## src/pkg/timer16_irq_pkg.sv

```systemverilog
// constants and types of the timer interrupt flag block
package timer16_irq_pkg;

  // ----------------------------------------------------------------
  // register map
  // ----------------------------------------------------------------
  localparam logic [11:0] ADDR_MASK  = 12'h000;
  localparam logic [11:0] ADDR_FLAGS = 12'h004;
  localparam logic [11:0] ADDR_CTRL  = 12'h008;

  localparam int BIT_CAPTURE = 5;
  localparam int BIT_CMP_B   = 2;
  localparam int BIT_CMP_A   = 1;
  localparam int BIT_WRAP    = 0;
  localparam int BIT_EDGE    = 0;

  localparam logic [3:0] FLAGS_RESET = 4'h0;
  localparam logic [3:0] MASK_RESET  = 4'h0;
  localparam logic       EDGE_RESET  = 1'b0;

  // ----------------------------------------------------------------
  // waveform modes
  // ----------------------------------------------------------------
  localparam logic [3:0] MODE_NORMAL     = 4'h0;
  localparam logic [3:0] MODE_CLR_CMP_A  = 4'h4;
  localparam logic [3:0] MODE_CLR_CAPT   = 4'hc;
  localparam logic [3:0] MODE_PC_CAPT    = 4'h8;
  localparam logic [3:0] MODE_PFC_CAPT   = 4'ha;
  localparam logic [3:0] MODE_FAST_CAPT  = 4'he;

  // one bit per interrupt source, compact order
  typedef struct packed {
    logic capture;
    logic cmp_b;
    logic cmp_a;
    logic wrap;
  } irq_src_type;

endpackage

```

## src/verilog/timer16_irq_flags.sv

```systemverilog
// interrupt flags, masks and requests of the 16-bit timer
`timescale 1ns/10ps
module timer16_irq_flags (
  input  wire logic                         pclk,
  input  wire logic                         presetn,
  input  wire logic                         psel,
  input  wire logic                         penable,
  input  wire logic                         pwrite,
  input  wire logic [11:0]                  paddr,
  input  wire logic [31:0]                  pwdata,
  input  wire logic [3:0]                   pstrb,
  output logic      [31:0]                  prdata,
  output logic                              pready,
  output logic                              pslverr,
  input  wire logic [15:0]                  counter_value,
  input  wire logic [15:0]                  cmp_a_value,
  input  wire logic [15:0]                  cmp_b_value,
  input  wire logic [15:0]                  capture_value,
  input  wire logic [3:0]                   waveform_mode_sel,
  input  wire logic                         wrap_max_event,
  input  wire logic                         wrap_mode_event,
  input  wire logic                         capture_pin,
  input  wire logic                         global_irq_enable,
  input  wire timer16_irq_pkg::irq_src_type vector_ack,
  output timer16_irq_pkg::irq_src_type      irq_request,
  output logic                              irq
);

  // ----------------------------------------------------------------
  // state
  // ----------------------------------------------------------------
  timer16_irq_pkg::irq_src_type flags_q;
  timer16_irq_pkg::irq_src_type flags_d;
  timer16_irq_pkg::irq_src_type mask_q;
  timer16_irq_pkg::irq_src_type set_vec;
  timer16_irq_pkg::irq_src_type clr_vec;
  timer16_irq_pkg::irq_src_type req_q;
  logic                         irq_q;
  logic                         edge_rising_q;
  logic                         pin_meta_q;
  logic                         pin_sync_q;
  logic                         pin_prev_q;
  logic                         cmp_a_hit_q;
  logic                         cmp_b_hit_q;
  logic                         top_hit_q;
  logic                         pready_q;
  logic                         pslverr_q;
  logic [31:0]                  prdata_q;
  logic [31:0]                  rdata_d;
  logic                         addr_ok;
  logic                         wr_take;
  logic                         wr_low_lane;
  logic                         capt_is_top;
  logic                         wrap_on_max;
  logic                         pin_edge;

  // ----------------------------------------------------------------
  // register layout helpers
  // ----------------------------------------------------------------
  // compact source vector to the printed bit layout
  function automatic logic [31:0] spread(
    input timer16_irq_pkg::irq_src_type v
  );
    logic [31:0] r;
    r = 32'h0000_0000;
    r[timer16_irq_pkg::BIT_CAPTURE] = v.capture;
    r[timer16_irq_pkg::BIT_CMP_B]   = v.cmp_b;
    r[timer16_irq_pkg::BIT_CMP_A]   = v.cmp_a;
    r[timer16_irq_pkg::BIT_WRAP]    = v.wrap;
    return r;
  endfunction

  // unused positions are never picked up
  function automatic timer16_irq_pkg::irq_src_type gather(
    input logic [31:0] w
  );
    timer16_irq_pkg::irq_src_type r;
    r.capture = w[timer16_irq_pkg::BIT_CAPTURE];
    r.cmp_b   = w[timer16_irq_pkg::BIT_CMP_B];
    r.cmp_a   = w[timer16_irq_pkg::BIT_CMP_A];
    r.wrap    = w[timer16_irq_pkg::BIT_WRAP];
    return r;
  endfunction

  // ----------------------------------------------------------------
  // apb decode
  // ----------------------------------------------------------------
  always_comb begin
    addr_ok = (paddr == timer16_irq_pkg::ADDR_MASK) ||
              (paddr == timer16_irq_pkg::ADDR_FLAGS) ||
              (paddr == timer16_irq_pkg::ADDR_CTRL);
  end

  // write lands at the access edge only, and only on a mapped word
  always_comb begin
    wr_take     = psel && penable && pready_q && pwrite && addr_ok;
    wr_low_lane = wr_take && pstrb[0];
  end

  always_comb begin
    rdata_d = 32'h0000_0000;
    unique case (paddr)
      timer16_irq_pkg::ADDR_MASK:  rdata_d = spread(mask_q);
      timer16_irq_pkg::ADDR_FLAGS: rdata_d = spread(flags_q);
      timer16_irq_pkg::ADDR_CTRL:
        rdata_d[timer16_irq_pkg::BIT_EDGE] = edge_rising_q;
      default:                     rdata_d = 32'h0000_0000;
    endcase
  end

  // no wait state, yet every bus output comes from a flop loaded in the setup cycle
  always_ff @(posedge pclk or negedge presetn) begin
    if (!presetn) begin
      pready_q <= 1'b0;
    end else begin
      pready_q <= psel && !penable;
    end
  end

  always_ff @(posedge pclk or negedge presetn) begin
    if (!presetn) begin
      prdata_q  <= 32'h0000_0000;
      pslverr_q <= 1'b0;
    end else if (psel && !penable) begin
      prdata_q  <= pwrite ? 32'h0000_0000 : rdata_d;
      pslverr_q <= !addr_ok;
    end else if (!psel) begin
      prdata_q  <= 32'h0000_0000;
      pslverr_q <= 1'b0;
    end
  end

  // ----------------------------------------------------------------
  // software registers
  // ----------------------------------------------------------------
  always_ff @(posedge pclk or negedge presetn) begin
    if (!presetn) begin
      mask_q <= timer16_irq_pkg::MASK_RESET;
    end else if (wr_low_lane &&
                 paddr == timer16_irq_pkg::ADDR_MASK) begin
      mask_q <= gather(pwdata);
    end
  end

  always_ff @(posedge pclk or negedge presetn) begin
    if (!presetn) begin
      edge_rising_q <= timer16_irq_pkg::EDGE_RESET;
    end else if (wr_low_lane &&
                 paddr == timer16_irq_pkg::ADDR_CTRL) begin
      edge_rising_q <= pwdata[timer16_irq_pkg::BIT_EDGE];
    end
  end

  // ----------------------------------------------------------------
  // mode decode
  // ----------------------------------------------------------------
  always_comb begin
    capt_is_top = (waveform_mode_sel == timer16_irq_pkg::MODE_CLR_CAPT) ||
                  (waveform_mode_sel == timer16_irq_pkg::MODE_PC_CAPT) ||
                  (waveform_mode_sel == timer16_irq_pkg::MODE_PFC_CAPT) ||
                  (waveform_mode_sel == timer16_irq_pkg::MODE_FAST_CAPT);
    wrap_on_max = (waveform_mode_sel == timer16_irq_pkg::MODE_NORMAL) ||
                  (waveform_mode_sel == timer16_irq_pkg::MODE_CLR_CMP_A) ||
                  (waveform_mode_sel == timer16_irq_pkg::MODE_CLR_CAPT);
  end

  // ----------------------------------------------------------------
  // capture pin
  // ----------------------------------------------------------------
  // pin is asynchronous; first stage only feeds the second
  always_ff @(posedge pclk or negedge presetn) begin
    if (!presetn) begin
      pin_meta_q <= 1'b0;
      pin_sync_q <= 1'b0;
      pin_prev_q <= 1'b0;
    end else begin
      pin_meta_q <= capture_pin;
      pin_sync_q <= pin_meta_q;
      pin_prev_q <= pin_sync_q;
    end
  end

  always_comb begin
    if (edge_rising_q) begin
      pin_edge = pin_sync_q && !pin_prev_q;
    end else begin
      pin_edge = !pin_sync_q && pin_prev_q;
    end
  end

  // ----------------------------------------------------------------
  // counter matches
  // ----------------------------------------------------------------
  // a match is held one cycle, so the flag follows the next cycle;
  // forced compare strobes are not wired in here at all
  always_ff @(posedge pclk or negedge presetn) begin
    if (!presetn) begin
      cmp_a_hit_q <= 1'b0;
      cmp_b_hit_q <= 1'b0;
      top_hit_q   <= 1'b0;
    end else begin
      cmp_a_hit_q <= counter_value == cmp_a_value;
      cmp_b_hit_q <= counter_value == cmp_b_value;
      top_hit_q   <= capt_is_top &&
                     counter_value == capture_value;
    end
  end

  // ----------------------------------------------------------------
  // flag set and clear
  // ----------------------------------------------------------------
  always_comb begin
    set_vec.cmp_a   = cmp_a_hit_q;
    set_vec.cmp_b   = cmp_b_hit_q;
    set_vec.capture = capt_is_top ? top_hit_q
                                  : pin_edge;
    set_vec.wrap    = wrap_on_max ? wrap_max_event
                                  : wrap_mode_event;
  end

  // ack is a one-cycle pulse from the core
  always_comb begin
    clr_vec = vector_ack;
    if (wr_low_lane && paddr == timer16_irq_pkg::ADDR_FLAGS) begin
      // a written zero leaves a flag alone
      clr_vec = clr_vec | gather(pwdata);
    end
  end

  always_comb begin
    flags_d = (flags_q & ~clr_vec) | set_vec;
  end

  always_ff @(posedge pclk or negedge presetn) begin
    if (!presetn) begin
      flags_q <= timer16_irq_pkg::FLAGS_RESET;
    end else begin
      flags_q <= flags_d;
    end
  end

  // ----------------------------------------------------------------
  // requests
  // ----------------------------------------------------------------
  // built from the next flag value so a cleared flag drops at once
  always_ff @(posedge pclk or negedge presetn) begin
    if (!presetn) begin
      req_q <= 4'h0;
    end else begin
      req_q.cmp_a   <= flags_d.cmp_a && mask_q.cmp_a &&
                       global_irq_enable;
      req_q.wrap    <= flags_d.wrap && mask_q.wrap &&
                       global_irq_enable;
      req_q.cmp_b   <= flags_d.cmp_b && mask_q.cmp_b &&
                       global_irq_enable;
      req_q.capture <= flags_d.capture && mask_q.capture &&
                       global_irq_enable;
    end
  end

  // summary line ignores the global enable; the core gates it
  always_ff @(posedge pclk or negedge presetn) begin
    if (!presetn) begin
      irq_q <= 1'b0;
    end else begin
      irq_q <= |(flags_d & mask_q);
    end
  end

  // ----------------------------------------------------------------
  // outputs
  // ----------------------------------------------------------------
  always_comb begin
    prdata      = prdata_q;
    pready      = pready_q;
    pslverr     = pslverr_q;
    irq_request = req_q;
    irq         = irq_q;
  end

endmodule

```

## config.mk

```make
export PLATFORM = sky130hd
export DESIGN_NAME = timer16_irq_flags
export DESIGN_NICKNAME = d
export VERILOG_FILES = /design/src/pkg/timer16_irq_pkg.sv /design/src/verilog/timer16_irq_flags.sv
export SDC_FILE = /design/constraint.sdc
export NUM_CORES = 1
export LEC_CHECK = 0
export ABC_CLOCK_PERIOD_IN_PS = 2050
export BUFFER_PORTS_ARGS = -buffer_cell sky130_fd_sc_hd__buf_2
export CAP_MARGIN = 20
export CELL_PAD_IN_SITES_DETAIL_PLACEMENT = 0
export CELL_PAD_IN_SITES_GLOBAL_PLACEMENT = 2
export CORE_MARGIN = 1
export CORE_UTILIZATION = 19
export DETAILED_ROUTE_END_ITERATION = 16
export PLACE_DENSITY_LB_ADDON = 0.3
export SYNTH_ARGS = -nofsm -noshare
export SYNTH_HDL_FRONTEND = slang
export SYNTH_SLANG_ARGS = --single-unit
```

## constraint.sdc

```tcl
create_clock -name pclk -period 2.05 [get_ports pclk]
set_clock_uncertainty 0.1 [all_clocks]
set_input_delay 0 -clock pclk [delete_from_list [all_inputs] [get_ports pclk]]
set_output_delay 0 -clock pclk [all_outputs]
set_load 0.01 [all_outputs]
```

* Word-level counts from Yosys, hierarchy flattened
Index checks and enable logic that the tools add are counted. Widths: inputs -> output; s select.
Cells by class: eq/ne operators 11, muxes and demuxes 11, bitwise logic cells 5, reductions and logical operators 34
Operators by type and width (number):
- $mux 32 | 3
- $eq 16x16->1 | 3
- $logic_and 1x1->1 | 20
- $eq 4x4->1 const B | 4
- $eq 12x3->1 const B | 1
- $eq 12x4->1 const B | 1
- $logic_not 12->1 | 1
- $pmux 5 s2 | 1
- $and 4x4->4 | 2
- $or 4x4->4 | 2
- $logic_or 1x1->1 | 7
- $mux 1 | 5
- $eq 4x3->1 const B | 1
- $logic_not 1->1 | 4
- $logic_not 4->1 | 1
- $mux 4 | 1
- $not 4->4 | 1
- $reduce_or 4->1 | 1
- $pmux 1 s3 | 1
- $ne 2x1->1 const B | 1
Storage, ports and cells: flip-flop bits (word level) 54, bits of input ports 129, output and inout port bits 39, logic and storage cells 84

* Logic depth before layout (Yosys ltp)
Gate-level depths: netlist of run 1.
depth in word-level cells 12, gate-level depth with buffers 6, gate-level depth less buffers 5

* Least setup slack after synthesis of run 1
Ideal clock, no wire load.
path type input to register, start input paddr[4], end register mask_q[0] in the netlist's numbering, setup time 0.125 ns, data arrival time 1.548 ns, data required time 1.825 ns, slack 0.277 ns, stages on the path 5, path buffers 0, cells stage by stage or4_4 nor4_4 nand2_2 nor3_4 mux2_2
On the way: longest elaborated chain between the ends 6, elaborated cells on any way between the ends 8, those cells by class 2 x eq/ne; 6 x reduce/logical
Ends and longest elaborated chain:
- start: declaration | line timer16_irq_flags.sv:9 | input wire logic [11:0] paddr,
- $eq 12x3->1 / $logic_not 12->1 (equally long branches) | line timer16_irq_flags.sv:90, timer16_irq_flags.sv:89, timer16_irq_flags.sv:140
- $logic_or 1x1->1 | line timer16_irq_flags.sv:89 | addr_ok = (paddr == timer16_irq_pkg::ADDR_MASK) ||
- $logic_or 1x1->1 | line timer16_irq_flags.sv:90 | (paddr == timer16_irq_pkg::ADDR_FLAGS) ||
- $logic_and 1x1->1 | line timer16_irq_flags.sv:96 | wr_take = psel && penable && pready_q && pwrite && addr_ok;
- $logic_and 1x1->1 | line timer16_irq_flags.sv:97 | wr_low_lane = wr_take && pstrb[0];
- $logic_and 1x1->1 (*) | line timer16_irq_flags.sv:139 | end else if (wr_low_lane &&
- end signal: assignment | line timer16_irq_flags.sv:138 | mask_q <= timer16_irq_pkg::MASK_RESET;
- end signal: assignment | line timer16_irq_flags.sv:141 | mask_q <= gather(pwdata);
- end: declaration | line timer16_irq_flags.sv:34 | timer16_irq_pkg::irq_src_type mask_q;
Every way passes the cells marked *; elsewhere a longest branch is shown, timed or not. A chain may end at the register's enable or synchronous reset.

==> flow_metrics.env, run 1 <==
export IMPL_status="finished clean"
export IMPL_drive_gt1_share_pct=39.2
export IMPL_crit_type="in2reg"
export IMPL_num_vias=1813
export IMPL_clock_sinks=26
export IMPL_clk_pin_slew_ps=90
export IMPL_yosys_register_bits=26
export IMPL_dr_pass1_iters=4
export IMPL_synth_simple_area_share_pct=17.9
export IMPL_p_sw_uw=329
export IMPL_register_area_sq_um=651
export IMPL_cts_tree="built"
export IMPL_synth_top_family_by_area="XOR/XNOR gates"
export IMPL_p_leak_nw=1.43
export IMPL_cts_buffers_inserted=3
export IMPL_clk_latency_ps=270
export IMPL_end_kind="register"
export IMPL_nets=475
export IMPL_max_slew_margin_rel_pct=59.8
export IMPL_avgViaCountPerCell=3.83
export IMPL_maxCapViolations=0
export IMPL_drtIter0Drc=28
export IMPL_cts_setup_buffers=0
export IMPL_regToRegStartpoint="pready"
export IMPL_ir_drop_v=0.000190
export IMPL_final_cell_mix="buf_2 (108), dlygate4sd3_1 (41), xnor2_1 (32)"
export IMPL_layout_min_cycle_time_ps=1960
export IMPL_fill_cells=1049
export IMPL_synth_seq_area_share_pct=34.6
export IMPL_root_buffer="clkbuf_8"
export IMPL_place_ws_ps=103
export IMPL_layout_commonest_cell="buf_2"
export IMPL_grt_pass1_wl_mm=8.98
export IMPL_n_antenna_cell=0
export IMPL_grt_usage_pct=11.3
export IMPL_setup_viol=0
export IMPL_coreArea_sq_um=9420
export IMPL_clock_fmax_mhz=509
export IMPL_antenna_left=0
export IMPL_grt_max_degree=27
export IMPL_hold_viol=0
export IMPL_crit_required_ps=2110
export IMPL_multi_input_area_sq_um=1100
export IMPL_yosys_warnings=0
export IMPL_cp_arrival_ps=2020
export IMPL_ys_types=39
export IMPL_htreeDepth=1
export IMPL_initial_utilization_pct=20.0
export IMPL_final_setup_worst_slack_ps=85.3
export IMPL_switching_share_pct=27.8
export IMPL_area_growth_syn_to_layout_pct=57.8
export IMPL_start_kind="input port"
export IMPL_final_area_sq_um=2970
export IMPL_die_x_microns=102
export IMPL_p_int_uw=854
export IMPL_avgSynthCellArea_sq_um=9.96
export IMPL_gp_congestion=0.735
export IMPL_cts_buffer_depth=2
export IMPL_worst_slew_pin_slew_ps=604
export IMPL_rsz0062_at_grt="no"
export IMPL_setup_tns_ps=0
export IMPL_drc=0
export IMPL_wl_per_cell_microns=12.1
export IMPL_io_buffers=108
export IMPL_synthXorXnorAreaFrac_pct=22.3
export IMPL_worstHoldStart="counter_value[13]"
export IMPL_place_area_sq_um=2510
export IMPL_yosys_area_share_adder_pct=0
export IMPL_postSynthCellCount=189
export IMPL_netlist_area_sq_um=1880
export IMPL_post_dp_hpwl_mm=4.84
export IMPL_min_path_type="in2reg"
export IMPL_synth_compound_area_share_pct=6.51
export IMPL_muxShareOfSynthArea_pct=5.85
export IMPL_min_period_over_period_pct=95.8
export IMPL_clkPwrFrac_pct=24.7
export IMPL_comb_power_share_pct=30.9
export IMPL_ios=168
export IMPL_routed_wl_mm=5.71
export IMPL_dieArea_sq_um=10300
export IMPL_die_y_microns=102
export IMPL_drv_slew=0
export IMPL_gr_total_overflow=0
export IMPL_seqPwrFrac_pct=44.4
export IMPL_antenna_found_initial=0
export IMPL_grt_pass1_vias=1858
export IMPL_p_per_area_nw_per_um2=398
export IMPL_rows=35
export IMPL_crit_path_start="wrap_max_event"
export IMPL_worstPathMaxFanout=2
final timing paths:
path | endpoint | slack [ps] | cells past startpoint
worst max-delay path | flags_q[0] | 90 | 6
worst min-delay path | cmp_a_hit_q | 5 | 4
worst max register to register | flags_q[0] | 250 | 6
worst min register to register | pin_sync_q | 260 | 0
max in group asynchronous | edge_rising_q | 1270 | 2
min in group asynchronous | irq_request[2] | 180 | 2
routing by layer:
layer / wire length (microns) / GRT usage, % / share of wire (%) / vias up
li1: - / - / - / 909
met1: 2410 / 13.8 / 42 / 801
met2: 2780 / 20.7 / 49 / 103
met3: 516 / 2.55 / 9.0 / 0
met4: 0 / 1.00 / 0 / 0
met5: 0 / 0 / 0 / -
through the flow:
stage | utilization [%] | instances | hold slack (ps) | power [mW]
final | 31.6 | 473 | 4.65 | 1.18
after global routing | 31.6 | 473 | 42.7 | 1.27
after CTS | 31.5 | 473 | 5.71 | 1.21
after detailed placement | 26.7 | 429 | -47.7 | 0.841
after global placement | 26.7 | 429 | -53.0 | 0.839
after floorplan | - | 216 | -396 | 0.715
what timing repair did:
action                                 4_1_cts  5_1_grt
hold buffers                                41        0
setup endpoints to repair                    0        1
resized for setup                            0        2
endpoints found under the hold margin       48        0
synthesized netlist by cell type (all sizes together):
| master | number | area share (%) |
|---|---|---|
| a22oi | 3 | 1.2 |
| conb | 1 | 0.20 |
| a21oi | 4 | 1.1 |
| and3b | 3 | 1.5 |
| a211oi | 1 | 0.40 |
| nor4 | 6 | 2.8 |
| nand3 | 1 | 0.27 |
| or2 | 1 | 0.33 |
| nand2 | 5 | 1.1 |
| dfrtp | 26 | 35 |
| nor2 | 7 | 1.4 |
| a41o | 1 | 0.60 |
| nand2b | 3 | 1.0 |
| xnor2 | 32 | 15 |
| a32oi | 1 | 0.47 |
| xor2 | 16 | 7.4 |
| nor3 | 3 | 1.4 |
| a41oi | 1 | 0.47 |
| nand3b | 2 | 0.80 |
| a31oi | 3 | 1.0 |
| nor4b | 1 | 0.47 |
| mux2i | 2 | 1.1 |
| or3b | 1 | 0.47 |
| clkbuf | 2 | 0.46 |
| nand4b | 1 | 0.47 |
| a21bo | 1 | 0.53 |
| inv | 5 | 1.0 |
| nand4 | 10 | 3.3 |
| buf | 28 | 11 |
| mux2 | 8 | 4.8 |
| nor2b | 5 | 1.7 |
| o21ai | 3 | 0.80 |
| or4 | 2 | 1.0 |
power by group through the flow:
stage          sequential, mW  combinational, mW  clock [mW]
6_report                0.526              0.365       0.292
5_1_grt                 0.527              0.407       0.336
4_1_cts                 0.526              0.371       0.311
3_5_place_dp            0.536              0.305           0
3_3_place_gp            0.536              0.303           0
2_1_floorplan           0.537              0.178           0
worst max-delay path: stages:
cell	delay (ps)
dlygate4sd3_1	550
buf_2	120
mux2i_1	180
dlygate4sd3_1	580
nand2_1	40
dlygate4sd3_1	550
flip-flops by register name, summed over array words and instances, names as in the netlist:
signal,cells
flags_q,4
irq_request,4
mask_q,4
prdata,4
cmp_a_hit_q,1
cmp_b_hit_q,1
edge_rising_q,1
irq,1
pin_meta_q,1
pin_prev_q,1
pin_sync_q,1
pready,1
pslverr,1
top_hit_q,1
cells by family (layout without fill, tap and decap cells):
| kind of cell | after synthesis | after routing |
|---|---|---|
| compound gates | 18 | 18 |
| xor+xnor | 48 | 48 |
| buf+inv | 35 | 163 |
| flops | 26 | 26 |
| mux | 10 | 10 |
| other cells | 1 | 28 |
| simple gates | 51 | 51 |
cell type report:
type	count	share of cell area (%)
Multi-Input combinational cell	155	37.1
Timing Repair Buffer	155	33.5
Sequential cell	26	21.9
Tap cell	129	5.43
Clock buffer	3	1.39
Inverter	5	0.632
No activity file was read; power rests on OpenSTA's default activity.
==> inputs of run 2 (changes only) <==
- ABC_CLOCK_PERIOD_IN_PS: 2050 -> 1900
- clock period: 2.05 -> 1.9 ns (I/O delays scaled with it)
==> run 2 against run 1 <==
  * The run now ends with hold timing left
  * Sequential share of layout area about the same
  * Clock-buffer cell count increased by 1
  * Via count decreased by 0.50%
  * Clock power increased by 24%
  * Routed wire length increased by 2.0%
  * Global-route usage decreased by 0.063 points
  * Setup slack improved by 99 ps
  * Worst hold slack got worse by 8.3 ps
==> flow_metrics.env, run 2 (synthesis results as in run 1) <==
export IMPL_num_vias=1804
export IMPL_place_ws_ps=37.6
export IMPL_root_buffer="clkbuf_8"
export IMPL_max_slew_margin_rel_pct=60.4
export IMPL_p_leak_nw=1.43
export IMPL_path_buf_inv=3
export IMPL_path_cells="dlygate4sd3_1 -> buf_2 -> xnor2_1 -> nand4_1 -> dlygate4sd3_1 -> nor4_2"
export IMPL_coreArea_sq_um=9420
export IMPL_initial_utilization_pct=20.0
export IMPL_final_setup_worst_slack_ps=184
export IMPL_start_kind="input port"
export IMPL_drv_slew=0
export IMPL_cp_arrival_ps=1780
export IMPL_fin_util_pct=31.6
export IMPL_power_mw=1.32
export IMPL_final_area_sq_um=2970
export IMPL_crit_type="in2reg"
export IMPL_critical_path_max_stage_delay_ps=590
export IMPL_regToRegStartpoint="edge_rising_q"
export IMPL_violations="hold timing"
export IMPL_antenna_left=0
export IMPL_htreeDepth=1
export IMPL_gr_total_overflow=0
export IMPL_io_buffers=108
export IMPL_wl_per_cell_microns=12.3
export IMPL_cts_setup_buffers=0
export IMPL_crit_path_start="cmp_b_value[9]"
export IMPL_die_y_microns=102
export IMPL_crit_required_ps=1960
export IMPL_final_cell_mix="buf_2 (108), dlygate4sd3_1 (40), xnor2_1 (32)"
export IMPL_layout_min_cycle_time_ps=1720
export IMPL_drc=0
export IMPL_ir_drop_v=0.000234
export IMPL_end_kind="register"
export IMPL_post_dp_hpwl_mm=4.92
export IMPL_nets=473
export IMPL_rsz0062_at_grt="no"
export IMPL_grt_max_degree=27
export IMPL_place_area_sq_um=2500
export IMPL_holdWs_ps=-3.69
export IMPL_die_x_microns=102
export IMPL_dr_pass1_iters=4
export IMPL_fill_cells=1020
export IMPL_dieArea_sq_um=10300
export IMPL_cpMaxStageDelayCell="dlygate4sd3_1"
export IMPL_ff2ff_setup_slack_ps=310
export IMPL_clock_sinks=26
export IMPL_status="finished, violations left"
export IMPL_cts_buffers_inserted=3
export IMPL_placed_cells=428
export IMPL_worstPathMaxFanout=1
export IMPL_crit_end="cmp_b_hit_q"
export IMPL_p_per_area_nw_per_um2=445
export IMPL_grt_pass1_wl_mm=8.91
export IMPL_ios=168
export IMPL_cp_top_family="buffers and inverters"
export IMPL_clock_fmax_mhz=583
export IMPL_n_antenna_cell=0
export IMPL_instances_no_fill=472
export IMPL_drive_gt1_share_pct=39.7
export IMPL_reg2reg_depth=5
export IMPL_drtIter0Drc=33
export IMPL_routed_wl_mm=5.82
export IMPL_worst_path_stages=6
export IMPL_r2r_end="irq_request[3]"
export IMPL_setup_viol=0
export IMPL_clk_pin_slew_ps=80
export IMPL_hold_viol=1
export IMPL_area_growth_syn_to_layout_pct=57.9
export IMPL_maxCapViolations=0
export IMPL_layout_commonest_cell="buf_2"
export IMPL_clk_latency_ps=270
export IMPL_min_period_over_period_pct=90.3
export IMPL_cpMostUsedCell="dlygate4sd3_1"
export IMPL_grt_usage_pct=11.2
export IMPL_worst_slew_pin_slew_ps=595
export IMPL_grt_pass1_vias=1860
export IMPL_cts_buffer_depth=2
export IMPL_gp_congestion=0.713
export IMPL_antenna_found_initial=0
export IMPL_avgViaCountPerCell=3.82
export IMPL_cts_tree="built"
export IMPL_setup_tns_ps=0
export IMPL_rows=35
export IMPL_min_path_type="in2reg"
-- run 2: changes by cell type in the layout (fill, tap and decap cells not counted), sizes merged --
cell,before,now
buf,114,113
clkbuf,3,4
dlygate4sd3,41,40
-- run 2: layer usage --
| layer | track usage, % | wire (microns) | vias to the layer above |
|---|---|---|---|
| li1 | - | - | 905 |
| met1 | 13.5 | 2520 | 791 |
| met2 | 20.8 | 2810 | 106 |
| met5 | 0 | 0 | - |
| met3 | 2.14 | 468 | 2 |
| met4 | 1.67 | 21 | 0 |
-- run 2: timing repair --
action,in CTS,in global routing
gates resized for setup,0,2
endpoints found under the setup margin,0,2
hold endpoints to repair,48,0
hold buffers,40,0
-- run 2: worst register-to-register path, cell delays in order (launching register included) --
cell and delay (ps):
dfrtp_1 410, or3b_2 460, a31oi_1 200, o21ai_0 110, buf_4 150, nor2_1 90
-- run 2: final cells by class --
type                    count  area (sq um)  share of cell area [%]
clock buffers               4          55.1                    1.85
inverters                   5          18.8                   0.631
multi-input cells         155          1110                    37.3
flip-flops and latches     26           651                    21.9
well taps                 129           161                    5.43
repair buffers            153           978                    32.9
-- run 2: worst min-delay path by stage --
stage / startpoint / end / slack (ps) / depth (start not counted)
2_1_floorplan: presetn / cmp_a_hit_q / -400 / 0
3_3_place_gp: presetn / irq_request[1] / -50 / 1
3_5_place_dp: presetn / irq_request[1] / -40 / 1
4_1_cts: cmp_b_value[13] / cmp_b_hit_q / 2 / 4
5_1_grt: cmp_a_value[2] / cmp_a_hit_q / 30 / 4
6_report: cmp_b_value[13] / cmp_b_hit_q / -4 / 4
-- run 2: where the power goes --
part	internal [mW]	switching, mW
combinational	0.215	0.181
clock	0.185	0.175
sequential	0.563	0.00454
total	0.963	0.361
